===== config.mk =====
export PLATFORM = sky130hd
export DESIGN_NAME = device_reset_control
export DESIGN_NICKNAME = d
export VERILOG_FILES = /design/src/core/reset_sync2.v /design/src/core/level_filter.v /design/src/core/device_reset_control.v
export VERILOG_INCLUDE_DIRS = /design/src /design/src/core
export SDC_FILE = /design/constraint.sdc
export NUM_CORES = 1
export LEC_CHECK = 0
export BUFFER_PORTS_ARGS = -buffer_cell sky130_fd_sc_hd__buf_2
export CAP_MARGIN = 10
export CORE_MARGIN = 5
export CORE_UTILIZATION = 35
export CTS_BUF_LIST = sky130_fd_sc_hd__clkbuf_8
export CTS_CLUSTER_SIZE = 30
export DETAILED_ROUTE_END_ITERATION = 7
export GPL_TIMING_DRIVEN = 0
export PLACE_DENSITY = 0.58
export SLEW_MARGIN = 10
export SYNTH_ARGS = -nofsm -noshare
export SYNTH_HDL_FRONTEND = slang
export SYNTH_SLANG_ARGS = --single-unit

===== constraint.sdc =====
create_clock -name clk -period 2.17 [get_ports clk]
set_input_delay 0.217 -clock clk [delete_from_list [all_inputs] [get_ports clk]]
set_output_delay 0.217 -clock clk [all_outputs]
set_load 0.03 [all_outputs]

===== src/core/device_reset_control_defs.vh =====
// Purpose: constants of the device reset controller
// Assumes: 100 MHz system clock
// Notes:   byte offsets on the register bus; counts derive from times
`ifndef DEVICE_RESET_CONTROL_DEFS_VH
`define DEVICE_RESET_CONTROL_DEFS_VH

// ---------------------------------------------------------------
// clock and timing
// ---------------------------------------------------------------
`define CLK_PERIOD_NS    10
`define CLK_FREQ_KHZ     100000
`define POWER_UP_TIMER_TIME_MS     64
`define POWER_UP_TIMER_CYCLES      (`POWER_UP_TIMER_TIME_MS * `CLK_FREQ_KHZ)
`define START_DELAY_CYC  10
`define BOR_FILT_NS      1000
`define BOR_FILT_CYC     ((`BOR_FILT_NS + `CLK_PERIOD_NS - 1) / `CLK_PERIOD_NS)
`define EXT_FILT_NS      200
`define EXT_FILT_CYC     ((`EXT_FILT_NS + `CLK_PERIOD_NS - 1) / `CLK_PERIOD_NS)

// ---------------------------------------------------------------
// register offsets and fields
// ---------------------------------------------------------------
`define OFS_CTRL         4'h0
`define OFS_STATUS       4'h4
`define OFS_CAUSE        4'h8
`define CTRL_SWBOR       0
`define CTRL_PULLUP      1
`define CTRL_RST         2'h0
`define STAT_RDY         0
`define STAT_BORACT      1
`define STAT_EXTEN       2
`define STAT_RUN         3
`define STAT_ST_LSB      4
`define CAUSE_POR        0
`define CAUSE_BOR        1
`define CAUSE_EXT        2
`define CAUSE_RST        3'h6

// ---------------------------------------------------------------
// configuration encodings
// ---------------------------------------------------------------
`define MODE_ON          2'h3
`define MODE_NOSLEEP     2'h2
`define MODE_SW          2'h1
`define MODE_OFF         2'h0
`define POWER_UP_TIMER_DISABLED    2'h3
`define SYNC_RST         5'h11

`endif


===== src/core/reset_sync2.v =====
// Purpose: two flip-flop synchroniser for a group of levels
// Assumes: inputs are independent levels
// Notes:   first stage feeds only the second stage
`default_nettype none

module reset_sync2 #(
  parameter             WIDTH   = 1,
  parameter [WIDTH-1:0] RST_VAL = {WIDTH{1'b0}}
) (
  input  wire             clk,     // system clock
  input  wire             reset_n, // sync reset, active low
  input  wire [WIDTH-1:0] asyncIn, // levels from outside
  output reg  [WIDTH-1:0] syncOut  // synchronised levels
);

  reg [WIDTH-1:0] meta_r;

  // two stage capture
  always @(posedge clk)
  begin
    if (!reset_n)
    begin
      meta_r  <= RST_VAL;
      syncOut <= RST_VAL;
    end
    else
    begin
      meta_r  <= asyncIn;
      syncOut <= meta_r;
    end
  end

endmodule // reset_sync2

`default_nettype wire


===== src/core/level_filter.v =====
// Purpose: reject pulses shorter than LEN cycles on a level
// Assumes: input already synchronised
// Notes:   output follows only after LEN equal samples
`default_nettype none

module level_filter #(
  parameter       LEN     = 20,
  parameter       CW      = 8,
  parameter [0:0] RST_VAL = 1'b0
) (
  input  wire clk,     // system clock
  input  wire reset_n, // sync reset, active low
  input  wire levelIn, // raw synchronised level
  output reg  levelOut // filtered level
);

  localparam integer LAST_I = LEN - 1;
  wire [31:0]   lastW = LAST_I;
  reg  [CW-1:0] cnt_r;

  // count cycles of disagreement, restart on agreement
  always @(posedge clk)
  begin
    if (!reset_n)
    begin
      cnt_r    <= {CW{1'b0}};
      levelOut <= RST_VAL;
    end
    else if (levelIn == levelOut)
      cnt_r <= {CW{1'b0}};
    else if (cnt_r == lastW[CW-1:0])
    begin
      cnt_r    <= {CW{1'b0}};
      levelOut <= levelIn;
    end
    else
      cnt_r <= cnt_r + 1'b1;
  end

endmodule // level_filter

`default_nettype wire


===== src/core/device_reset_control.v =====
// Purpose: device reset generation and qualification
// Assumes: detectors asynchronous, fuses static, sleepActive on clk
// Notes:   registers on an Avalon-MM slave with one wait state
// Operation
// - brownout mode 11 always on, 10 off in sleep, 01 software, 00 off
// - brownout trip longer than the filter resets and clears its flag
// - mode 11 holds start-up until ready; protection stays in sleep
// - mode 11 never delays wake-up from sleep
// - mode 10 drops protection in sleep, wake waits for ready
// - mode 01 follows software enable; sleep leaves it unchanged
// - mode 01 enable clear or mode 00 start without waiting ready
// - mode 01 enable set waits for ready after release or wake
// - ready status readable; protection acts once ready
// - mode 00 ignores the software enable for brownout behaviour
// - low-power brownout trip holds reset and clears brownout flag
// - low-power and main brownout requests are ORed together
// - low-power brownout enabled only by its fuse bit
// - mode 10 low-power trip holds reset and re-arms power-on reset
// - pin enabled if programming bit 1, else by pin enable bit
// - enabled pin held low keeps reset and clears external flag
// - short low pulses on the pin are filtered out
// - internal resets never drive the reset pin low
// - disabled pin is a plain input with software pull-up
// - power-on level holds reset; optional timer extends it
// - power-up timer holds reset 64 ms after release
// - execution starts after a ten-cycle start delay once the synchronised pin release has passed the filter
`include "device_reset_control_defs.vh"
`default_nettype none

module device_reset_control #(
  parameter POWER_UP_TIMER_CYCLES = `POWER_UP_TIMER_CYCLES,
  parameter BOR_FILT    = `BOR_FILT_CYC,
  parameter EXT_FILT    = `EXT_FILT_CYC
) (
  input  wire        clk,            // system clock
  input  wire        reset_n,        // sync reset, active low
  input  wire [3:0]  address,        // byte address
  input  wire        read,           // read request
  input  wire        write,          // write request
  input  wire [31:0] writedata,      // write data
  input  wire [3:0]  byteenable,     // byte lanes
  output reg  [31:0] readdata,       // read data
  output reg         waitrequest,    // stall
  input  wire [1:0]  brownoutModeSel,   // fuse mode field
  input  wire        lowPowerBorEnable, // fuse lp brownout
  input  wire [1:0]  powerUpTimerSel,   // fuse, 11 = off
  input  wire        extResetPinEnable, // fuse pin enable
  input  wire        lowVoltProgEnable, // fuse prog bit
  input  wire        sleepActive,    // core in sleep
  input  wire        porLow,         // supply below por level
  input  wire        borTrip,        // brownout detector
  input  wire        borReady,       // brownout circuit ready
  input  wire        lpborTrip,      // low-power detector
  input  wire        extPinIn,       // reset pin level
  output reg         extPinOut,      // reset pin drive value
  output reg         extPinOe,       // reset pin drive enable
  output reg         extPinPullup,   // weak pull-up enable
  output reg         borEnable,      // brownout circuit on
  output reg         lpborEnable,    // low-power circuit on
  output reg         porRearm,       // re-arm power-on reset
  output reg         deviceReset,    // device held in reset
  output reg         runEnable       // execution allowed
);

  // ---------------------------------------------------------------
  // states and constants
  // ---------------------------------------------------------------
  localparam [2:0] ST_HOLD  = 3'h0;
  localparam [2:0] ST_POWER_UP_TIMER  = 3'h1;
  localparam [2:0] ST_WAIT  = 3'h2;
  localparam [2:0] ST_START = 3'h3;
  localparam [2:0] ST_RUN   = 3'h4;
  localparam [2:0] ST_WAKE  = 3'h5;

  localparam integer POWER_UP_TIMER_LAST_I  = POWER_UP_TIMER_CYCLES - 1;
  localparam integer START_LAST_I = `START_DELAY_CYC - 1;
  wire [31:0] pwrtLastW  = POWER_UP_TIMER_LAST_I;
  wire [31:0] startLastW = START_LAST_I;

  // ---------------------------------------------------------------
  // declarations
  // ---------------------------------------------------------------
  wire [4:0]  syncV;
  wire        porS;
  wire        borS;
  wire        rdyS;
  wire        lpS;
  wire        pinS;
  wire        borFilt;
  wire        pinFilt;
  reg  [1:0]  ctrl_r;
  reg  [2:0]  cause_r;
  reg  [2:0]  cause_nxt;
  reg  [2:0]  state_r;
  reg  [2:0]  state_nxt;
  reg  [22:0] pwrtCnt_r;
  reg  [3:0]  startCnt_r;
  reg         sleepPrev_r;
  reg         borActive;
  reg         needReady;
  reg         wakeWait;
  wire        extEn;
  wire        borReq;
  wire        lpReq;
  wire        brownReq;
  wire        hardReq;
  wire        extReq;
  wire        pwrtOn;
  wire        waking;
  wire        busWr;
  wire        busRd;
  reg  [31:0] rdMux;

  // ---------------------------------------------------------------
  // synchronisers and filters
  // ---------------------------------------------------------------
  // detectors sync
  reset_sync2 #(
    .WIDTH   (5),
    .RST_VAL (`SYNC_RST)
  ) u_sync (
    .clk     (clk),
    .reset_n (reset_n),
    .asyncIn ({extPinIn, lpborTrip, borReady, borTrip, porLow}),
    .syncOut (syncV)
  );

  assign porS = syncV[0];
  assign borS = syncV[1];
  assign rdyS = syncV[2];
  assign lpS  = syncV[3];
  assign pinS = syncV[4];

  level_filter #(
    .LEN     (BOR_FILT),
    .CW      (12),
    .RST_VAL (1'b0)
  ) u_borFilt (
    .clk      (clk),
    .reset_n  (reset_n),
    .levelIn  (borS),
    .levelOut (borFilt)
  );

  level_filter #(
    .LEN     (EXT_FILT),
    .CW      (12),
    .RST_VAL (1'b1)
  ) u_pinFilt (
    .clk      (clk),
    .reset_n  (reset_n),
    .levelIn  (pinS),
    .levelOut (pinFilt)
  );

  // ---------------------------------------------------------------
  // brownout mode decode
  // ---------------------------------------------------------------
  // mode selects protection and ready wait
  always @*
  begin
    borActive = 1'b0;
    needReady = 1'b0;
    wakeWait  = 1'b0;
    case (brownoutModeSel)
      `MODE_ON:
      begin
        borActive = 1'b1;
        needReady = 1'b1;
        wakeWait  = 1'b0;
      end
      // off in sleep, wake waits ready
      `MODE_NOSLEEP:
      begin
        borActive = !sleepActive;
        needReady = 1'b1;
        wakeWait  = 1'b1;
      end
      `MODE_SW:
      begin
        borActive = ctrl_r[`CTRL_SWBOR];
        needReady = ctrl_r[`CTRL_SWBOR];
        wakeWait  = ctrl_r[`CTRL_SWBOR];
      end
      `MODE_OFF:
      begin
        borActive = 1'b0;
        needReady = 1'b0;
        wakeWait  = 1'b0;
      end
      default:
      begin
        borActive = 1'b0;
        needReady = 1'b0;
        wakeWait  = 1'b0;
      end
    endcase
  end

  // ---------------------------------------------------------------
  // reset requests
  // ---------------------------------------------------------------
  // protection only once ready
  assign borReq   = borActive & rdyS & borFilt;
  assign lpReq    = lowPowerBorEnable & lpS;
  assign brownReq = borReq | lpReq;
  assign hardReq  = porS | brownReq;
  assign extEn    = lowVoltProgEnable | extResetPinEnable;
  assign extReq   = extEn & !pinFilt;
  assign pwrtOn   = (powerUpTimerSel != `POWER_UP_TIMER_DISABLED);
  assign waking   = sleepPrev_r & !sleepActive;

  // ---------------------------------------------------------------
  // sequencer next state
  // ---------------------------------------------------------------
  always @*
  begin
    state_nxt = state_r;
    case (state_r)
      ST_HOLD:
        if (!hardReq)
          state_nxt = pwrtOn ? ST_POWER_UP_TIMER : ST_WAIT;
      ST_POWER_UP_TIMER:
        if (hardReq)
          state_nxt = ST_HOLD;
        else if (pwrtCnt_r == pwrtLastW[22:0])
          state_nxt = ST_WAIT;
      ST_WAIT:
        if (hardReq)
          state_nxt = ST_HOLD;
        else if (!extReq && (rdyS || !needReady))
          state_nxt = ST_START;
      ST_START:
        if (hardReq)
          state_nxt = ST_HOLD;
        else if (extReq)
          state_nxt = ST_WAIT;
        else if (startCnt_r == startLastW[3:0])
          state_nxt = ST_RUN;
      ST_RUN:
        if (hardReq)
          state_nxt = ST_HOLD;
        else if (extReq)
          state_nxt = ST_WAIT;
        else if (waking && wakeWait && !rdyS)
          state_nxt = ST_WAKE;
      ST_WAKE:
        if (hardReq)
          state_nxt = ST_HOLD;
        else if (extReq)
          state_nxt = ST_WAIT;
        else if (rdyS || !wakeWait)
          state_nxt = ST_RUN;
      default:
        state_nxt = ST_HOLD;
    endcase
  end

  // ---------------------------------------------------------------
  // sequencer registers and counters
  // ---------------------------------------------------------------
  always @(posedge clk)
  begin
    if (!reset_n)
    begin
      state_r     <= ST_HOLD;
      pwrtCnt_r   <= 23'h000000;
      startCnt_r  <= 4'h0;
      sleepPrev_r <= 1'b0;
    end
    else
    begin
      state_r     <= state_nxt;
      sleepPrev_r <= sleepActive;
      if (state_r == ST_POWER_UP_TIMER)
        pwrtCnt_r <= pwrtCnt_r + 23'h000001;
      else
        pwrtCnt_r <= 23'h000000;
      if (state_r == ST_START)
        startCnt_r <= startCnt_r + 4'h1;
      else
        startCnt_r <= 4'h0;
    end
  end

  // ---------------------------------------------------------------
  // outputs toward the device
  // ---------------------------------------------------------------
  always @(posedge clk)
  begin
    if (!reset_n)
    begin
      deviceReset  <= 1'b1;
      runEnable    <= 1'b0;
      borEnable    <= 1'b0;
      lpborEnable  <= 1'b0;
      porRearm     <= 1'b0;
      extPinPullup <= 1'b1;
      extPinOut    <= 1'b0;
      extPinOe     <= 1'b0;
    end
    else
    begin
      deviceReset <= (state_nxt != ST_RUN) && (state_nxt != ST_WAKE);
      runEnable   <= (state_nxt == ST_RUN);
      borEnable   <= borActive;
      lpborEnable <= lowPowerBorEnable;
      // lp trip in mode 10 re-arms por
      porRearm    <= lpReq && (brownoutModeSel == `MODE_NOSLEEP);
      extPinPullup <= extEn | ctrl_r[`CTRL_PULLUP];
      extPinOut   <= 1'b0;
      extPinOe    <= 1'b0;
    end
  end

  // ---------------------------------------------------------------
  // register bus slave
  // ---------------------------------------------------------------
  // one wait state: waitrequest drops the cycle after a request
  assign busWr = write & !waitrequest;
  assign busRd = read & waitrequest;

  always @*
  begin
    rdMux = 32'h00000000;
    case (address)
      `OFS_CTRL:
        rdMux[1:0] = ctrl_r;
      `OFS_STATUS:
      begin
        rdMux[`STAT_RDY]    = rdyS;
        rdMux[`STAT_BORACT] = borActive;
        rdMux[`STAT_EXTEN]  = extEn;
        rdMux[`STAT_RUN]    = runEnable;
        rdMux[`STAT_ST_LSB+2:`STAT_ST_LSB] = state_r;
      end
      `OFS_CAUSE:
        rdMux[2:0] = cause_r;
      default:
        rdMux = 32'h00000000;
    endcase
  end

  // cause flags: hardware clear wins over a software write
  always @*
  begin
    cause_nxt = cause_r;
    if (busWr && address == `OFS_CAUSE && byteenable[0])
      cause_nxt = writedata[2:0];
    if (porS)
    begin
      cause_nxt[`CAUSE_POR] = 1'b0;
      cause_nxt[`CAUSE_EXT] = 1'b1;
    end
    if (brownReq)
    begin
      cause_nxt[`CAUSE_BOR] = 1'b0;
      cause_nxt[`CAUSE_EXT] = 1'b1;
    end
    if (extReq)
      cause_nxt[`CAUSE_EXT] = 1'b0;
  end

  always @(posedge clk)
  begin
    if (!reset_n)
    begin
      waitrequest <= 1'b1;
      readdata    <= 32'h00000000;
      ctrl_r      <= `CTRL_RST;
      cause_r     <= `CAUSE_RST;
    end
    else
    begin
      waitrequest <= !((read | write) & waitrequest);
      cause_r     <= cause_nxt;
      if (busRd)
        readdata <= rdMux;
      if (busWr && address == `OFS_CTRL && byteenable[0])
        ctrl_r <= writedata[1:0];
    end
  end

endmodule // device_reset_control

`default_nettype wire


==> metrics.md <==
| Metric | Value |
|---|---|
| Status | completed |
| TritonCTS clock tree | built |
| Avg Cell Area, Syn | around 9 sq um |
| RSZ-0062 raised after global routing | false |
| Post-synth EDFFs | 0 |
| Ranking of synthesized cells by area | dfxtp_1 45%, nor2_1 5.9%, buf_4 5.5% |
| Most common cell after layout, fill and taps aside | dfxtp_1 |
| Initial antenna violation count | 0 |
| Avg Vias per Cell | about 4.6 |
| First-pass GRT wire length | 12900 um |
| Final nets | roughly 560 |
| Ratio of cells with drive above 1 in the final layout | a little under a fifth |
| Clock Skew | roughly 0.007 ns |
| Gr usage total | 12.3% |
| Layout area overhead | 16.3% |
| Die Ht | roughly 110 um |
| Most frequent cells in the layout | 86 x dfxtp_1, 60 x nor2_1, 37 x buf_2, 28 x buf_4, 27 x conb_1 |
| Leak Pwr | ~0.0017 uW |
| Total I/O pin count | approximately 100 |
| Fin crit share | 88.7% |
| Max FO, Critical Path | 10 |
| Worst Hold Slack | roughly 0.043 ns |
| Root Driver | clkbuf_8 |
| Fin. Hold Viols | 0 |
| Rows | 38 |
| CP Data Arrival Time | 2.21 ns |
| Cell area after synthesis | 3830 sq um |
| Sequential fraction of the synthesis area | around 45% |
| Htree depth | 3 |
| Power Density | ~630 nW/um^2 |
| DRT iter0 DRCs | 80 |
| Critical R2R Capture | readdata[3] |
| Top FF cell, synth | dfxtp_1 |
| Clk Latency, worst-skew pair | ~0.35 ns |
| CTS Sinks | 86 |
| Synth top area share | between 40% and 50% |
| Core area | roughly 11000 sq um |
| Total number of vias | 2932 |
| Routability Congestion | 0.795 |
| # setup viols final | 0 |
| Port Buffers | 37 |
| Startpoint types | register |
| Width of the chip | between 100 and 150 um |
| Synth cell types | 52 |
| Period minus WS final | between 1.5 and 2 ns |
| Worst slew pin tran | approximately 0.63 ns |
| Antenna fix cells | 0 |
| Inst Count DP | roughly 620 |
| Setup TNS | 0 ns |
| Crit end category | register |
| Largest net degree at the start of global routing | 14 |
| Asr flop ratio synth | 0% |
| WL per Instance | between 10 and 15 um |
| Hold-fix buffers at CTS | 0 |
| Post-synth top area cell | dfxtp_1 |
| Reg2Reg Depth | 5 |
| Drt first pass iters | 6 |
| Hold Path Depth | 2 |
| Synth warn | 0 |
| Vias in the first global route | approximately 2700 |
| CTS resizes | 0 |
| Worst relative slew slack | between 50% and 60% |
| Final std cells w/o fill | 638 |
| Post-synthesis cell count | about 420 |
| Postcts setup bufs | 0 |
| Post-Route WL | a little under 8000 um |
| Max Cap Violations | 0 |
| Final ANT Viol Nets | 0 |
| Peak supply drop | about 0.00025 V |
| Reg-to-Reg Start | waitrequest |
| Initial Util | between 30% and 40% |
| CTS Buf Count | 9 |
| GRT overflow | 0 |
| Clock buffer depth | 2 |
| Max-slew violation count | 0 |
| Die area | approximately 13000 sq um |
| R2r setup slk | 0.24 ns |
| Crit Path Category | register to register |
| Max Freq | between 500 and 600 MHz |
| Yosys reg bits | 86 |
| Worst Hold Launch | porLow |
| Type of the most critical hold path | input pin to register |
| DP HPWL | ~5700 um |
| CTS clk-pin slew, worst paths | roughly 0.08 ns |
| CP Data Required Time | between 2 and 2.5 ns |
| DR DRC count | 0 |
| Worst Hold End | u_sync.meta_r[0] |
## report_power, final
part | switching, uW | leakage, uW | total [uW] | internal (uW)
Clock | 545 | 0.0000944 | 978 | 433
Sequential | 9.41 | 0.000697 | 1600 | 1590
Combinational | 136 | 0.000949 | 215 | 79.1
Total | 690 | 0.00174 | 2800 | 2110
## through the flow
| step | setup WS [ns] | util [%] | cell area [sq um] | power (uW) |
|---|---|---|---|---|
| final | 0.245 | 41.3 | 4450 | 2800 |
| after global routing | 0.0557 | 41.3 | 4450 | 2920 |
| after CTS | 0.281 | 41.3 | 4450 | 2830 |
| after detailed placement | 0.324 | 39.7 | 4290 | 1850 |
| after global placement | 0.317 | 39.7 | 4290 | 1850 |
| after floorplan | 0.598 | - | 3930 | 1800 |
## how the worst max path moves through the flow
| stage | startpoint | cells after the start | to | slack (ns) |
|---|---|---|---|---|
| 2_1_floorplan | waitrequest | 5 | readdata[3] | 0.60 |
| 3_3_place_gp | waitrequest | 5 | readdata[3] | 0.32 |
| 3_5_place_dp | waitrequest | 5 | readdata[3] | 0.32 |
| 4_1_cts | waitrequest | 5 | readdata[3] | 0.28 |
| 5_1_grt | waitrequest | 5 | readdata[3] | 0.06 |
| 6_report | waitrequest | 5 | readdata[3] | 0.24 |
## cells by family (layout without fill, tap and decap cells)
group                    Yosys count  after routing  share of synthesized area, %
AND/OR/NAND/NOR                  198            198                          27.9
buffers and inverters             47            100                          7.84
adder cells (fa/ha/maj)            5              5                          1.63
other                              1             27                        0.0979
AO/OA/AOI/OAI                     32             32                          5.72
multiplexers                       9              9                          2.45
flip-flops                        86             86                          45.0
XOR/XNOR                          41             41                          9.38
## synth_stat cells (6+ instances only)
cell type and instances:
a21oi_1 8, and2_1 13, and3_1 9, buf_4 28
clkbuf_1 7, dfxtp_1 86, inv_1 9, mux2i_1 6
nand2_1 26, nand3_1 17, nand4_1 11, nor2_1 60
nor2b_1 18, nor3_1 9, nor3b_1 6, o21ai_0 8
xnor2_1 18, xor2_1 23
## registers in the layout, summed over array words and instances, names as in the netlist, 2 cells and up
signal           count
u_pinFilt.cnt_r     12
ctrl_r               2
startCnt_r           4
readdata             7
u_sync.syncOut       5
u_borFilt.cnt_r     12
u_sync.meta_r        5
pwrtCnt_r           23
cause_r              3
state_r              3
## worst max-delay path: stages (launching register included)
cell	delay, ns
dfxtp_1	0.42
nand2_1	0.31
nor4_1	0.58
and2_1	0.33
a22oi_1	0.09
nor2b_1	0.13
## final cells by class
cell class              count  area, sq um
fillers                  1100         6340
multi-input cells         312         1900
flip-flops and latches     86         1720
plain buffers              38          267
repair buffers             37          185
well taps                 140          175
clock buffers              10          138
inverters                   9         33.8
clock inverters             6         30.0
## layer usage
layer	up-vias	GRT usage, %	share of wire [%]
met1	1347	16.1	50
met3	8	4.23	5.2
met4	0	4.28	1.4
met5	-	0	0
li1	1519	-	-
met2	58	18.8	44
Note: power is estimated with default switching activity, not from simulation.
